**config.mk**
```make
export PLATFORM = sky130hd
export DESIGN_NAME = ocd_decode
export DESIGN_NICKNAME = d
export VERILOG_FILES = /design/src/logic/ocd_pkg.sv /design/src/logic/ocd_decode.sv
export SDC_FILE = /design/constraint.sdc
export NUM_CORES = 1
export LEC_CHECK = 0
export BUFFER_PORTS_ARGS = -buffer_cell sky130_fd_sc_hd__buf_2
export CORE_AREA = 2 2 94 96
export CTS_CLUSTER_SIZE = 10
export DETAILED_ROUTE_END_ITERATION = 10
export DIE_AREA = 0 0 96 98
export HOLD_SLACK_MARGIN = 0.05
export PLACE_DENSITY_LB_ADDON = 0.12
export SKIP_CTS_REPAIR_TIMING = 1
export SYNTH_ARGS = -nofsm -noshare
export SYNTH_HDL_FRONTEND = slang
export SYNTH_SLANG_ARGS = --single-unit
```
**constraint.sdc**
```tcl
create_clock -name ref_clk -period 1.35 [get_ports ref_clk]
set_input_delay 0.27 -clock ref_clk [delete_from_list [all_inputs] [get_ports ref_clk]]
set_output_delay 0.27 -clock ref_clk [all_outputs]
set_load 0.005 [all_outputs]
```
**src/logic/ocd_pkg.sv**
```systemverilog
/*
  Shared types and constants for the opcode decode and timing block:
  instruction classes, the decoded-instruction record, byte lengths and
  cycle counts. Assumes one machine cycle equals one ref_clk period.
*/
package ocd_pkg;

  // One machine cycle is one clock period
  localparam int unsigned CLK_PERIOD_NS = 100;

  localparam int unsigned OPC_W = 8;
  localparam int unsigned LEN_W = 2;
  localparam int unsigned CYC_W = 5;
  localparam int unsigned DATA_W = 8;

  // Instruction byte lengths
  localparam logic [1:0] LEN_1 = 2'h1;
  localparam logic [1:0] LEN_2 = 2'h2;
  localparam logic [1:0] LEN_3 = 2'h3;

  // Machine cycle counts
  localparam logic [4:0] CYC_1 = 5'h01;
  localparam logic [4:0] CYC_2 = 5'h02;
  localparam logic [4:0] CYC_3 = 5'h03;
  localparam logic [4:0] CYC_4 = 5'h04;
  localparam logic [4:0] CYC_5 = 5'h05;
  localparam logic [4:0] CYC_6 = 5'h06;
  localparam logic [4:0] CYC_7 = 5'h07;
  localparam logic [4:0] CYC_8 = 5'h08;
  localparam logic [4:0] CYC_MULDIV_8 = 5'h0B;
  localparam logic [4:0] CYC_MULDIV_16 = 5'h14;

  // Reset values and the count of the last cycle
  localparam logic [7:0] ACC_RST = 8'h00;
  localparam logic [4:0] CNT_IDLE = 5'h00;
  localparam logic [4:0] CNT_LAST = 5'h01;

  typedef enum logic [3:0] {
    OCD_ARITH,
    OCD_LOGIC,
    OCD_ROTATE,
    OCD_MOVE,
    OCD_CODE_READ,
    OCD_XDATA,
    OCD_STACK,
    OCD_EXCH,
    OCD_NIBBLE,
    OCD_MULDIV,
    OCD_OTHER
  } ocd_class_e;

  typedef struct packed {
    logic       known;
    ocd_class_e cls;
    logic [1:0] len;
    logic [4:0] cyc;
  } ocd_dec_s;

endpackage

```
**src/logic/ocd_decode.sv**
```systemverilog
/*
  Opcode decoder and execution-length sequencer for the pipelined 8-bit
  core. Decodes arithmetic, logic, rotate, move, stack, exchange and
  external-data-move opcodes into byte length, cycle count and class,
  holds the instruction for its cycle count and performs the accumulator
  rotates, nibble swap and low nibble exchange.
  Assumes the fetch unit presents one opcode at a time with op_valid,
  all inputs synchronous to ref_clk, and an operand byte from the
  pointer_register target on ind_data when the opcode is taken.
*/
`timescale 1ns/1ps

module ocd_decode (
  // Clock and reset
  input  wire logic                ref_clk,
  input  wire logic                rst_b,
  // Opcode fetch
  input  wire logic                op_valid,
  input  wire logic [7:0]          opcode,
  input  wire logic                wide_operand,
  // Accumulator load from the core
  input  wire logic                acc_load,
  input  wire logic [7:0]          acc_in,
  // Operand byte addressed by the pointer register
  input  wire logic [7:0]          ind_data,
  // Decoded instruction and timing
  output ocd_pkg::ocd_dec_s        dec_info,
  output logic                     busy,
  output logic                     last_cycle,
  // Accumulator state
  output logic [7:0]               acc,
  output logic                     carry,
  // Write-back of the exchanged memory byte
  output logic [7:0]               nib_wdata,
  output logic                     nib_we
);

  logic               rst_meta;
  logic               rst_sync_b;
  logic [4:0]         cnt;
  logic [4:0]         next_cnt;
  logic               accept;
  ocd_pkg::ocd_dec_s  dec_now;
  ocd_pkg::ocd_dec_s  held;

  // Reset release through two flip-flops
  always_ff @(posedge ref_clk or negedge rst_b) begin
    if (!rst_b) begin
      rst_meta   <= 1'b0;
      rst_sync_b <= 1'b0;
    end else begin
      rst_meta   <= 1'b1;
      rst_sync_b <= rst_meta;
    end
  end

  // Opcode table: byte length, cycle count and class
  function automatic ocd_pkg::ocd_dec_s decode(input logic [7:0] op,
                                              input logic       wide);
    ocd_pkg::ocd_dec_s d;
    d.known = 1'b1;
    d.cls   = ocd_pkg::OCD_OTHER;
    d.len   = ocd_pkg::LEN_1;
    d.cyc   = ocd_pkg::CYC_1;
    unique casez (op)
      // Add, add with carry, subtract with borrow
      8'b0010_1???, 8'b0011_1???, 8'b1001_1???: begin
        d.cls = ocd_pkg::OCD_ARITH;
      end
      8'h25, 8'h24, 8'h35, 8'h34, 8'h95, 8'h94: begin
        d.cls = ocd_pkg::OCD_ARITH;
        d.len = ocd_pkg::LEN_2;
        d.cyc = ocd_pkg::CYC_2;
      end
      8'b0010_011?, 8'b0011_011?, 8'b1001_011?: begin
        d.cls = ocd_pkg::OCD_ARITH;
        d.cyc = ocd_pkg::CYC_2;
      end
      // Increment and decrement
      8'h04, 8'h14: begin
        d.cls = ocd_pkg::OCD_ARITH;
      end
      8'b0000_1???, 8'b0001_1???: begin
        d.cls = ocd_pkg::OCD_ARITH;
        d.cyc = ocd_pkg::CYC_2;
      end
      8'h05, 8'h15: begin
        d.cls = ocd_pkg::OCD_ARITH;
        d.len = ocd_pkg::LEN_2;
        d.cyc = ocd_pkg::CYC_3;
      end
      8'b0000_011?, 8'b0001_011?: begin
        d.cls = ocd_pkg::OCD_ARITH;
        d.cyc = ocd_pkg::CYC_3;
      end
      8'hA3: begin
        d.cls = ocd_pkg::OCD_ARITH;
        d.cyc = ocd_pkg::CYC_4;
      end
      // Multiply and divide, decimal adjust, accumulator clear and complement
      8'hA4, 8'h84: begin
        d.cls = ocd_pkg::OCD_MULDIV;
        d.cyc = wide ? ocd_pkg::CYC_MULDIV_16 : ocd_pkg::CYC_MULDIV_8;
      end
      8'hD4, 8'hE4, 8'hF4: begin
        d.cls = ocd_pkg::OCD_ARITH;
      end
      // AND, OR, XOR into the accumulator
      8'b0101_1???, 8'b0100_1???, 8'b0110_1???: begin
        d.cls = ocd_pkg::OCD_LOGIC;
      end
      8'h55, 8'h54, 8'h45, 8'h44, 8'h65, 8'h64: begin
        d.cls = ocd_pkg::OCD_LOGIC;
        d.len = ocd_pkg::LEN_2;
        d.cyc = ocd_pkg::CYC_2;
      end
      8'b0101_011?, 8'b0100_011?, 8'b0110_011?: begin
        d.cls = ocd_pkg::OCD_LOGIC;
        d.cyc = ocd_pkg::CYC_2;
      end
      // AND, OR, XOR into a direct byte
      8'h52, 8'h42, 8'h62: begin
        d.cls = ocd_pkg::OCD_LOGIC;
        d.len = ocd_pkg::LEN_2;
        d.cyc = ocd_pkg::CYC_3;
      end
      8'h53, 8'h43, 8'h63: begin
        d.cls = ocd_pkg::OCD_LOGIC;
        d.len = ocd_pkg::LEN_3;
        d.cyc = ocd_pkg::CYC_3;
      end
      // Rotates and nibble swap
      8'h23, 8'h33, 8'h03, 8'h13: begin
        d.cls = ocd_pkg::OCD_ROTATE;
      end
      8'hC4: begin
        d.cls = ocd_pkg::OCD_ROTATE;
        d.cyc = ocd_pkg::CYC_4;
      end
      // Loads into the accumulator
      8'b1110_1???: begin
        d.cls = ocd_pkg::OCD_MOVE;
      end
      8'hE5, 8'h74: begin
        d.cls = ocd_pkg::OCD_MOVE;
        d.len = ocd_pkg::LEN_2;
        d.cyc = ocd_pkg::CYC_2;
      end
      8'b1110_011?: begin
        d.cls = ocd_pkg::OCD_MOVE;
        d.cyc = ocd_pkg::CYC_2;
      end
      // Loads into a working register
      8'b1111_1???, 8'b1111_011?: begin
        d.cls = ocd_pkg::OCD_MOVE;
        d.cyc = ocd_pkg::CYC_2;
      end
      8'b1010_1???, 8'b1010_011?, 8'b1000_011?: begin
        d.cls = ocd_pkg::OCD_MOVE;
        d.len = ocd_pkg::LEN_2;
        d.cyc = ocd_pkg::CYC_3;
      end
      8'b0111_1???, 8'b0111_011?, 8'b1000_1???, 8'hF5: begin
        d.cls = ocd_pkg::OCD_MOVE;
        d.len = ocd_pkg::LEN_2;
        d.cyc = ocd_pkg::CYC_2;
      end
      8'h85, 8'h75, 8'h90: begin
        d.cls = ocd_pkg::OCD_MOVE;
        d.len = ocd_pkg::LEN_3;
        d.cyc = ocd_pkg::CYC_3;
      end
      // Code memory reads
      8'h93: begin
        d.cls = ocd_pkg::OCD_CODE_READ;
        d.cyc = ocd_pkg::CYC_7;
      end
      8'h83: begin
        d.cls = ocd_pkg::OCD_CODE_READ;
        d.cyc = ocd_pkg::CYC_8;
      end
      // External data moves
      8'b1110_001?: begin
        d.cls = ocd_pkg::OCD_XDATA;
        d.cyc = ocd_pkg::CYC_5;
      end
      8'hE0: begin
        d.cls = ocd_pkg::OCD_XDATA;
        d.cyc = ocd_pkg::CYC_6;
      end
      8'b1111_001?: begin
        d.cls = ocd_pkg::OCD_XDATA;
        d.cyc = ocd_pkg::CYC_4;
      end
      8'hF0: begin
        d.cls = ocd_pkg::OCD_XDATA;
        d.cyc = ocd_pkg::CYC_5;
      end
      // Stack
      8'hC0: begin
        d.cls = ocd_pkg::OCD_STACK;
        d.len = ocd_pkg::LEN_2;
        d.cyc = ocd_pkg::CYC_5;
      end
      8'hD0: begin
        d.cls = ocd_pkg::OCD_STACK;
        d.len = ocd_pkg::LEN_2;
        d.cyc = ocd_pkg::CYC_4;
      end
      // Exchanges
      8'b1100_1???: begin
        d.cls = ocd_pkg::OCD_EXCH;
        d.cyc = ocd_pkg::CYC_3;
      end
      8'hC5: begin
        d.cls = ocd_pkg::OCD_EXCH;
        d.len = ocd_pkg::LEN_2;
        d.cyc = ocd_pkg::CYC_4;
      end
      8'b1100_011?: begin
        d.cls = ocd_pkg::OCD_EXCH;
        d.cyc = ocd_pkg::CYC_4;
      end
      8'b1101_011?: begin
        d.cls = ocd_pkg::OCD_NIBBLE;
        d.cyc = ocd_pkg::CYC_4;
      end
      // Branches, bit operations and others are outside this block
      default: begin
        d.known = 1'b0;
      end
    endcase
    return d;
  endfunction

  assign dec_now = decode(opcode, wide_operand);

  // A new opcode is taken when idle or in the last cycle of the current one
  assign accept = op_valid && (cnt == ocd_pkg::CNT_IDLE ||
                               cnt == ocd_pkg::CNT_LAST);

  always_comb begin
    if (accept) begin
      next_cnt = dec_now.cyc;
    end else if (cnt != ocd_pkg::CNT_IDLE) begin
      next_cnt = cnt - ocd_pkg::CNT_LAST;
    end else begin
      next_cnt = ocd_pkg::CNT_IDLE;
    end
  end

  // Cycle counter and timing flags
  always_ff @(posedge ref_clk or negedge rst_sync_b) begin
    if (!rst_sync_b) begin
      cnt        <= ocd_pkg::CNT_IDLE;
      busy       <= 1'b0;
      last_cycle <= 1'b0;
    end else begin
      cnt        <= next_cnt;
      busy       <= next_cnt != ocd_pkg::CNT_IDLE;
      last_cycle <= next_cnt == ocd_pkg::CNT_LAST;
    end
  end

  // Decoded record held for the whole instruction
  always_ff @(posedge ref_clk or negedge rst_sync_b) begin
    if (!rst_sync_b) begin
      held <= '0;
    end else if (accept) begin
      held <= dec_now;
    end
  end

  assign dec_info = held;

  // Accumulator and carry effects of rotates, swaps and clears
  always_ff @(posedge ref_clk or negedge rst_sync_b) begin
    if (!rst_sync_b) begin
      acc   <= ocd_pkg::ACC_RST;
      carry <= 1'b0;
    end else if (accept) begin
      unique casez (opcode)
        8'h23: acc <= {acc[6:0], acc[7]};
        8'h33: begin
          acc   <= {acc[6:0], carry};
          carry <= acc[7];
        end
        8'h03: acc <= {acc[0], acc[7:1]};
        8'h13: begin
          acc   <= {carry, acc[7:1]};
          carry <= acc[0];
        end
        8'hC4: acc <= {acc[3:0], acc[7:4]};
        8'hE4: acc <= ocd_pkg::ACC_RST;
        8'hF4: acc <= ~acc;
        8'h04: acc <= acc + 8'h01;
        8'h14: acc <= acc - 8'h01;
        8'b1101_011?: acc <= {acc[7:4], ind_data[3:0]};
        default: acc <= acc;
      endcase
    end else if (acc_load) begin
      acc <= acc_in;
    end
  end

  // Memory side of the low nibble exchange, written in the last cycle
  always_ff @(posedge ref_clk or negedge rst_sync_b) begin
    if (!rst_sync_b) begin
      nib_wdata <= ocd_pkg::ACC_RST;
      nib_we    <= 1'b0;
    end else begin
      if (accept && dec_now.cls == ocd_pkg::OCD_NIBBLE) begin
        nib_wdata <= {ind_data[7:4], acc[3:0]};
      end
      nib_we <= next_cnt == ocd_pkg::CNT_LAST &&
                (accept ? dec_now.cls : held.cls) == ocd_pkg::OCD_NIBBLE;
    end
  end

endmodule

```
==> metrics, run 1 <==
register area 977 um^2; pin count of the biggest net entering global routing 38; CP Data Arrival Time 2.75 ns; nature of the critical path startpoint input port; PortBufs 60; Post-route DRC 0; post-DP HPWL 8.33 mm; area of the mapped netlist 3290 um^2; hold_ws 0.199 ns; ANT nets after route 0; Die Ht 98 um; vias in the first global route 3,595; Max Clk Rate 386 MHz; RSZ-0062 raised after global routing true; CTS tree yes; most common cell in the netlist nand2_1; max incr delay on CP 0.57 ns; Die X 96 um; Pins Over Slew Limit 0; post-synth cell types 73; Crit. End Element flop; top sig layer met4; Finished Cell Area 5180 um^2; Cell Int Power 4.37 mW; status complete, but fails checks; CTS Buffer Depth 2; sequential area share after synthesis 29.6%; Reg power frac 25.6%; Final WS setup -1.24 ns; Cell Pwr Density 1370 nW/um^2; Clk pwr share 16.8%; final number of setup-violating endpoints 37; first-pass GRT wire length 17.6 mm; async set or reset register ratio after synthesis 100%; top cell type's share of synthesized area 29.6%; core box area 8470 um^2; Min-Delay Path Class in2reg; Static Leakage 2.45 nW; Core Rows 34; CTS sink count 39; final net count 612; Fill cells 784; Final period util 192%; Area Growth Syn to Fin 57.5%; gpl congestion 0.939; met3 wire length 617 um; CP Cell Sequence buf_6 -> or4b_4 -> nor2_4 -> nand2_2 -> inv_4 -> ha_4 -> a21o_1 -> a21oi_2 -> nor2b_1 -> o21a_1 -> o41a_1 -> xnor2_1 -> a221oi_1 -> o31ai_1; drt pass-1 iters 5; max-cap violation count 0; Multi-input gate area 2420 um^2; Post-synth top flop dfrtp_1; Die ar. 9410 um^2; GR Overflow Total 0; Mean Syn Cell Area 8.33 um^2; starting density of the core 38.9%; met2 wire length 5.60 mm; number of synthesized register bits 39; 1st-iter DRT viols 184; Worst-path clk slew 0.08 ns; YS warnings 0; sw frac 38.4%; Least-Margin Pin Slew 0.658 ns; Setup CP Type in2reg; WL met1 4.66 mm; Cells after Synth 395; wirelength, routed 11.2 mm; diode count 0; crit path time final 2.59 ns; share of cells above drive strength 1 47.8%; WL/cell 16.3 um; dominant cell type by area after synthesis dfrtp_1; GRT Overall Usage 23.4%; vias per cell 5.63; Tot Pwr 7.09 mW; initial antenna violation count 0; Worst VDD drop 946 uV; routed vias 3,845; H-tree levels 2; Top Ports 61; Synth area leaders dfrtp_1 (30%), nand2_1 (5.5%), nor2_1 (4.3%), o21ai_0 (3.6%), a21oi_1 (3.2%); worst-skew pair later-pin latency 0.30 ns; worst rel slew slack 56.1%; Fin Clk Skew 0.00444 ns; utilization after layout 61.2%; EDFF count, synth 0; Root Driver clkbuf_8; Logic pwr share 57.6%; Max FO, Critical Path 3; CTS Buf Count 5; switching pwr 2.72 mW; placed cell area 4670 um^2; top post-synthesis cells by count nand2_1 (48), dfrtp_1 (39), nor2_1 (38); Slowest cell on crit path or4b_4; syn_nets 433; WP data required 1.51 ns; Final Hold Viols 0; failing checks negative setup slack
==> layer usage <==
layer / track usage (%) / up-vias
li1: - / 1836
met1: 31.4 / 1840
met2: 38.3 / 144
met3: 3.01 / 25
met4: 8.24 / 0
met5: 0 / -
==> kinds of logic (layout without fill, tap and decap cells) <==
family	count (synthesis)	after routing	share of synthesized area, %
compound gates	125	125	27.4
xor+xnor	9	9	2.39
fa+ha+maj	10	10	3.95
buf+inv	41	221	6.46
flops	39	39	29.6
mux	9	9	3.04
other cells	1	1	0.114
simple gates	161	161	27.0
==> area by class of cell <==
class                   count  area share [%]
repair buffers            199            28.1
clock buffers               6            1.40
inverters                  14            1.06
clock inverters             2            1.16
well taps                 108            2.61
multi-input cells         315            46.8
flip-flops and latches     39            18.9
==> power by group through the flow <==
| stage | Combinational, mW | Clock [mW] | Sequential (mW) |
|---|---|---|---|
| 2_1_floorplan | 1.97 | 0 | 1.91 |
| 3_3_place_gp | 3.73 | 0 | 1.82 |
| 3_5_place_dp | 3.81 | 0 | 1.82 |
| 4_1_cts | 3.82 | 1.23 | 1.79 |
| 5_1_grt | 4.46 | 1.27 | 1.86 |
| 6_report | 4.09 | 1.19 | 1.81 |
==> worst max-delay path: cells and delay by family <==
kind            cells  cell delay, ns
compound gates      6            1.18
simple gates        4            0.83
fa+ha+maj           1            0.19
buf+inv             2            0.16
xor+xnor            1            0.13
==> registers in the layout (all words and copies together), names as in the netlist <==
| signal | flops |
|---|---|
| acc | 8 |
| busy | 1 |
| carry | 1 |
| cnt | 5 |
| dec_info | 12 |
| last_cycle | 1 |
| nib_wdata | 8 |
| nib_we | 1 |
| rst_meta | 1 |
| rst_sync_b | 1 |
==> cells in the final DEF (no fill, tap or decap), drive strengths merged, types with 4 or more instances in the layout <==
cell     netlist  layout
clkbuf         5       6
nand3          6       6
a22oi          6       6
a21o           6       6
or3            6       6
a221o          4       4
nand4          6       6
o211ai        14      14
dfrtp         39      39
ha             8       8
o21ai         26      26
o31ai          5       5
a21oi         22      22
o2111ai        4       4
nor2          39      39
mux2           8       8
o22ai          4       4
nand2         49      49
buf           22     198
nor3          12      12
nand2b         4       4
nor2b         12      12
xnor2          6       6
a221oi         7       7
inv           14      14
nor4           7       7
a211oi         4       4
==> path summary, 6_finish.rpt <==
path / cells after the start / startpoint / slack (ns) / endpoint
worst min register to register: 1 / rst_sync_b$_DFF_PN0_ / 0.31 / acc[0]$_DFFE_PN0P_
min in group asynchronous: 2 / rst_b / 0.28 / rst_meta$_DFF_PN0_
max in group asynchronous: 1 / rst_sync_b$_DFF_PN0_ / 0.68 / cnt[2]$_DFF_PN0_
worst max register to register: 9 / acc[1]$_DFFE_PN0P_ / -0.86 / acc[7]$_DFFE_PN0P_
worst max-delay path: 14 / opcode[0] / -1.24 / acc[7]$_DFFE_PN0P_
worst min-delay path: 2 / ind_data[6] / 0.20 / nib_wdata[6]$_DFFE_PN0P_
==> stage by stage <==
| step | setup TNS (ns) | worst slack [ns] | cells |
|---|---|---|---|
| 2_1_floorplan | -23.79 | -1.54 | 395 |
| 3_3_place_gp | -33.81 | -1.54 | 663 |
| 3_5_place_dp | -34.13 | -1.60 | 663 |
| 4_1_cts | -24.41 | -1.28 | 671 |
| 5_1_grt | -26.31 | -1.32 | 683 |
| 6_report | -23.60 | -1.24 | 683 |
(Power assumes the default switching activity.)
==> run 2, diff against run 1 <==
==> constraint.sdc (replaced) <==
create_clock -name ref_clk -period 1.35 [get_ports ref_clk]
set_input_delay 0.27 -clock ref_clk [delete_from_list [all_inputs] [get_ports ref_clk]]
set_output_delay 0.27 -clock ref_clk [all_outputs]
set_load 0.05 [all_outputs]
==> metrics, run 2 (synthesized netlist as in run 1, its figures left out) <==
Area Growth Syn to Fin 67.3%; Tot Pwr 8.34 mW (+18%); WL/cell 17.3 um (+6.1%); CTS sink count 39 (unchanged); utilization after layout 65.1% (+3.8 points); vias per cell 5.73 (+1.7%); Fin Clk Skew 0.00754 ns (+0.00310 ns); Finished Cell Area 5510 um^2 (+6.3%); Worst-path clk slew 0.09 ns (about the same); Pins Over Slew Limit 0 (unchanged); diode count 0 (unchanged); Cell Pwr Density 1510 nW/um^2 (+11%); post-DP HPWL 8.26 mm (-0.79%); worst r2r src acc[1]$_DFFE_PN0P_; nature of the critical path startpoint input port; PortBufs 60 (unchanged); failing checks negative setup slack; Top Family by Delay on Critical Path compound AO/OA/AOI/OAI gates; Critical Path Stages 14 (unchanged); initial antenna violation count 0 (unchanged); CP Cell Sequence buf_6 -> or4b_4 -> nor2_4 -> nand2_4 -> inv_4 -> ha_4 -> a21o_1 -> a21oi_2 -> nor2b_1 -> o21a_1 -> o41a_1 -> xnor2_2 -> a221oi_2 -> o31ai_1; CP endpoint acc[7]$_DFFE_PN0P_; Post-route DRC 0 (unchanged); final number of setup-violating endpoints 39 (+5.4%); most common cell after layout, fill and taps aside buf_4; Core Rows 34 (unchanged); starting density of the core 38.9% (unchanged); Worst Path Buf+Inv 2 (unchanged); Root Driver clkbuf_8; core box area 8470 um^2 (unchanged); CP Launch Point opcode[0]; Final period util 192% (about the same); Final WS setup -1.24 ns (+0.000690 ns); GR Overflow Total 0 (unchanged); pin count of the biggest net entering global routing 32 (-16%); worst r2r path cells 9 (unchanged); drt pass-1 iters 5 (unchanged); Setup TNS -23.22 ns (+0.377 ns); CP Data Arrival Time 2.76 ns (about the same); Setup CP Type in2reg; R2R setup slack -0.90 ns (-0.04 ns); Worst VDD drop 940 uV (-0.67%); max-cap violation count 0 (unchanged); Max Clk Rate 386 MHz (about the same); max incr delay on CP 0.55 ns (-0.02 ns); CTS Buffer Depth 2 (unchanged); CTS Buf Count 5 (unchanged); worst rel slew slack 57.0% (+0.87 points); Static Leakage 2.57 nW (+4.9%); first-pass GRT wire length 17.8 mm (+1.2%); H-tree levels 2 (unchanged); wirelength, routed 12.1 mm (+8.3%); 1st-iter DRT viols 260 (+41%); Die ar. 9410 um^2 (unchanged); final net count 626 (+2.3%); Die X 96 um (unchanged); share of cells above drive strength 1 51.3% (+3.4 points); hold_ws 0.134 ns (-0.0652 ns); Die Ht 98 um (unchanged); Final Hold Viols 0 (unchanged); Max FO, Critical Path 3 (unchanged); WP data required 1.51 ns (about the same); Slowest cell on crit path or4b_4; RR Endpoint acc[7]$_DFFE_PN0P_; most frequent cells in the layout buf_4 (127), buf_2 (47), nand2_1 (45), dfrtp_1 (37), nor2_1 (33); Least-Margin Pin Slew 0.645 ns (-0.0131 ns); Min-Delay Path Class reg2async; Top Ports 61 (unchanged); status complete, but fails checks; crit path time final 2.59 ns (-0.000690 ns); GRT Overall Usage 23.6% (+0.24 points); ANT nets after route 0 (unchanged); gpl congestion 0.896 (-4.7%); routed vias 3,991 (+3.8%); worst-skew pair later-pin latency 0.30 ns (about the same); placed cell area 4620 um^2 (-1.1%); vias in the first global route 3,595 (unchanged); RSZ-0062 raised after global routing true; Crit. End Element flop; max reg flops 12 (unchanged); CTS tree yes
==> run 2: worst min-delay path by stage <==
stage | startpoint | endpoint | slack, ns
final | rst_sync_b$_DFF_PN0_ | nib_wdata[5]$_DFFE_PN0P_ | 0.13
after detailed placement | rst_b | rst_sync_b$_DFF_PN0_ | 0.06
after CTS | rst_b | rst_sync_b$_DFF_PN0_ | -0.27
after floorplan | rst_b | rst_meta$_DFF_PN0_ | -0.03
after global placement | rst_b | rst_meta$_DFF_PN0_ | 0.06
after global routing | rst_sync_b$_DFF_PN0_ | nib_wdata[5]$_DFFE_PN0P_ | 0.17
==> run 2: final cells by class <==
cell class	instances	area [um^2]
Timing Repair Buffer	213	1760
Clock inverter	3	20.0
Fill cell	705	2960
Sequential cell	39	978
Multi-Input combinational cell	315	2490
Tap cell	108	135
Inverter	14	55.1
Clock buffer	5	68.8
==> run 2: worst register-to-register path, cell delays in order, from the launching register on <==
cell and delay, ns:
dfrtp_2 0.47, ha_4 0.25, a21o_1 0.18, a21oi_2 0.13
nor2b_1 0.06, o21a_1 0.19, o41a_1 0.35, xnor2_2 0.15
a221oi_2 0.22, o31ai_1 0.10
==> run 2: per-stage QoR <==
step / cells / setup WS, ns
after global placement: 661 / -1.55
final: 697 / -1.24
after CTS: 669 / -1.29
after detailed placement: 661 / -1.61
after global routing: 697 / -1.35
after floorplan: 395 / -1.54
==> run 2: power by group <==
group | leakage, nW | switching (mW) | internal [mW]
clock | 0.0402 | 0.465 | 0.360
sequential | 0.491 | 0.325 | 1.54
combinational | 2.04 | 3.18 | 2.47
==> run 2: routing by layer <==
layer | wire, um | global-route usage, % | part of all wire [%]
met1 | 4920 | 31.0 | 41
met5 | 0 | 0 | 0
met3 | 841 | 3.32 | 7.0
met4 | 257 | 7.25 | 2.1
met2 | 6060 | 39.8 | 50
==> run 3, diff against run 2 <==
--- a/config.mk
+++ b/config.mk
@@ -5,11 +5,12 @@
 export SDC_FILE = /design/constraint.sdc
 export NUM_CORES = 1
 export LEC_CHECK = 0
+export ABC_AREA = 1
 export BUFFER_PORTS_ARGS = -buffer_cell sky130_fd_sc_hd__buf_2
-export CORE_AREA = 2 2 94 96
+export CORE_AREA = 2 2 96 98
 export CTS_CLUSTER_SIZE = 10
 export DETAILED_ROUTE_END_ITERATION = 10
-export DIE_AREA = 0 0 96 98
+export DIE_AREA = 0 0 98 100
 export HOLD_SLACK_MARGIN = 0.05
 export PLACE_DENSITY_LB_ADDON = 0.12
 export SKIP_CTS_REPAIR_TIMING = 1
==> metrics, run 3 <==
status complete, but fails checks; failing checks negative setup slack; GR Overflow Total 0 (unchanged); share of cells above drive strength 1 55.4% (+4.1 points); Cell Pwr Density 1500 nW/um^2 (-0.78%); Die ar. 9800 um^2 (+4.2%); dominant cell type by area after synthesis dfrtp_1; Root Driver clkbuf_8; Synth area leaders dfrtp_1 (28%), nand2_1 (21%), nor2_1 (11%), inv_1 (5.3%), nand3_1 (5.1%); most common cell after layout, fill and taps aside nand2_1; YS warnings 0 (unchanged); Top Ports 61 (unchanged); CTS Buffer Depth 2 (unchanged); syn_nets 606 (+40%); WL/cell 16.3 um (-5.7%); final number of setup-violating endpoints 37 (-5.1%); CTS sink count 39 (unchanged); GRT Overall Usage 28.0% (+4.3 points); final net count 819 (+31%); area of the mapped netlist 3440 um^2 (+4.6%); initial antenna violation count 0 (unchanged); most common cell in the netlist nand2_1; Max Clk Rate 514 MHz (+33%); Fin Clk Skew 0.0110 ns (+0.00345 ns); vias in the first global route 4,527 (+26%); 1st-iter DRT viols 221 (-15%); max reg flops 12 (unchanged); hold_ws 0.143 ns (+0.00969 ns); nature of the critical path startpoint flop; Setup CP Type reg2reg; Post-synth top flop dfrtp_1; EDFF count, synth 0 (unchanged); post-DP HPWL 11.0 mm (+33%); Mean Syn Cell Area 6.06 um^2 (-27%); drt pass-1 iters 5 (unchanged); Core Rows 35 (+2.9%); Static Leakage 3.31 nW (+29%); Die Ht 100 um (+2.0%); Worst VDD drop 1170 uV (+24%); diode count 0 (unchanged); Min-Delay Path Class reg2async; routed vias 4,660 (+17%); most frequent cells in the layout nand2_1 (130), buf_4 (119), nor2_1 (63), nand2_2 (60), buf_2 (46); Final period util 144% (-48 points); Die X 98 um (+2.1%); Post-route DRC 0 (unchanged); Final WS setup -0.594 ns (+0.648 ns); ANT nets after route 0 (unchanged); top post-synthesis cells by count nand2_1 (197), nor2_1 (102), inv_1 (49); post-synth cell types 43 (-41%); wirelength, routed 14.6 mm (+21%); CTS tree yes; Cells after Synth 568 (+44%); worst r2r path cells 12 (+3); Setup TNS -15.41 ns (+7.81 ns); core box area 8890 um^2 (+5.0%); pin count of the biggest net entering global routing 31 (-3.1%); RSZ-0062 raised after global routing true; worst-skew pair later-pin latency 0.30 ns (about the same); Pins Over Slew Limit 0 (unchanged); starting density of the core 38.7% (-0.15 points); Final Hold Viols 0 (unchanged); CP Data Arrival Time 2.14 ns (-0.62 ns); WP data required 1.54 ns (+0.03 ns); top cell type's share of synthesized area 28.3% (-1.3 points); sequential area share after synthesis 28.3% (-1.3 points); PortBufs 60 (unchanged); Worst-path clk slew 0.09 ns (about the same); max-cap violation count 0 (unchanged); gpl congestion 1.00 (+12%); CTS Buf Count 5 (unchanged); first-pass GRT wire length 21.9 mm (+23%); Crit. End Element flop; Area Growth Syn to Fin 83.5%; Max FO, Critical Path 6 (+3); number of synthesized register bits 39 (unchanged); vias per cell 5.22 (-8.9%); async set or reset register ratio after synthesis 100% (unchanged); H-tree levels 2 (unchanged); crit path time final 1.94 ns (-0.648 ns)
[run 3: final timing paths]
path / from / to / slack (ns)
min in group ref_clk: ind_data[4] / nib_wdata[4]$_DFFE_PN0P_ / 0.20
max in group asynchronous: rst_sync_b$_DFF_PN0_ / dec_info[1]$_DFFE_PN0P_ / 0.70
worst min register to register: rst_sync_b$_DFF_PN0_ / acc[2]$_DFFE_PN0P_ / 0.14
worst max register to register: cnt[0]$_DFF_PN0_ / nib_we$_DFF_PN0_ / -0.59
worst max-delay path: cnt[0]$_DFF_PN0_ / nib_we$_DFF_PN0_ / -0.59
worst min-delay path: rst_sync_b$_DFF_PN0_ / acc[2]$_DFFE_PN0P_ / 0.14
[run 3: final cells by class]
| type | instances | area (um^2) |
|---|---|---|
| multi-input cells | 464 | 3080 |
| repair buffers | 215 | 1760 |
| well taps | 111 | 139 |
| inverters | 56 | 244 |
| clock inverters | 3 | 43.8 |
| clock buffers | 5 | 68.8 |
| fillers | 767 | 2570 |
| flip-flops and latches | 39 | 981 |
[run 3: worst max-delay path, stage by stage (launching register included)]
cell and delay [ns]:
dfrtp_1 0.42, inv_2 0.07, ha_4 0.16, or2_4 0.23, nand3b_1 0.16, inv_2 0.11
buf_8 0.16, a21oi_4 0.17, nand3_2 0.11, nand2_2 0.10, nor2_2 0.06, nand3_2 0.06
nor2_1 0.04
[run 3: logic make-up (layout without fill, tap and decap cells)]
| family | Yosys count | after routing | synth area share (%) |
|---|---|---|---|
| AOI/OAI and AO/OA | 66 | 66 | 10.9 |
| xor gates and xnor gates | 5 | 5 | 1.27 |
| adders and majority gates | 9 | 9 | 3.49 |
| buffers and inverters | 65 | 279 | 7.56 |
| DFF | 39 | 39 | 28.3 |
| muxes | 5 | 5 | 1.64 |
| other | 1 | 1 | 0.109 |
| and+or+nand+nor | 378 | 378 | 46.7 |
[run 3: through the flow]
| step | instance area (um^2) | instances | worst slack [ns] | utilization [%] | total power [mW] |
|---|---|---|---|---|---|
| floorplan | 3800 | 568 | -0.588 | - | 5.01 |
| global placement | 5180 | 866 | -0.871 | 58.3 | 6.85 |
| detailed placement | 5180 | 866 | -0.903 | 58.3 | 6.92 |
| CTS | 5300 | 874 | -0.586 | 59.6 | 7.95 |
| global route | 6320 | 893 | -0.668 | 71.1 | 10.0 |
| finish | 6320 | 893 | -0.594 | 71.1 | 9.49 |
[run 3: report_power, final]
group,switching [mW],internal (mW)
clock,0.466,0.551
sequential,0.282,1.55
combinational,3.87,2.78
total,4.62,4.88
[run 3: layer usage]
layer / global-route usage, % / routed length, um / vias to the layer above
li1: - / - / 2258
met1: 33.7 / 5870 / 2189
met2: 49.9 / 7370 / 169
met3: 3.55 / 710 / 44
met4: 12.7 / 645 / 0
met5: 0 / 0 / -
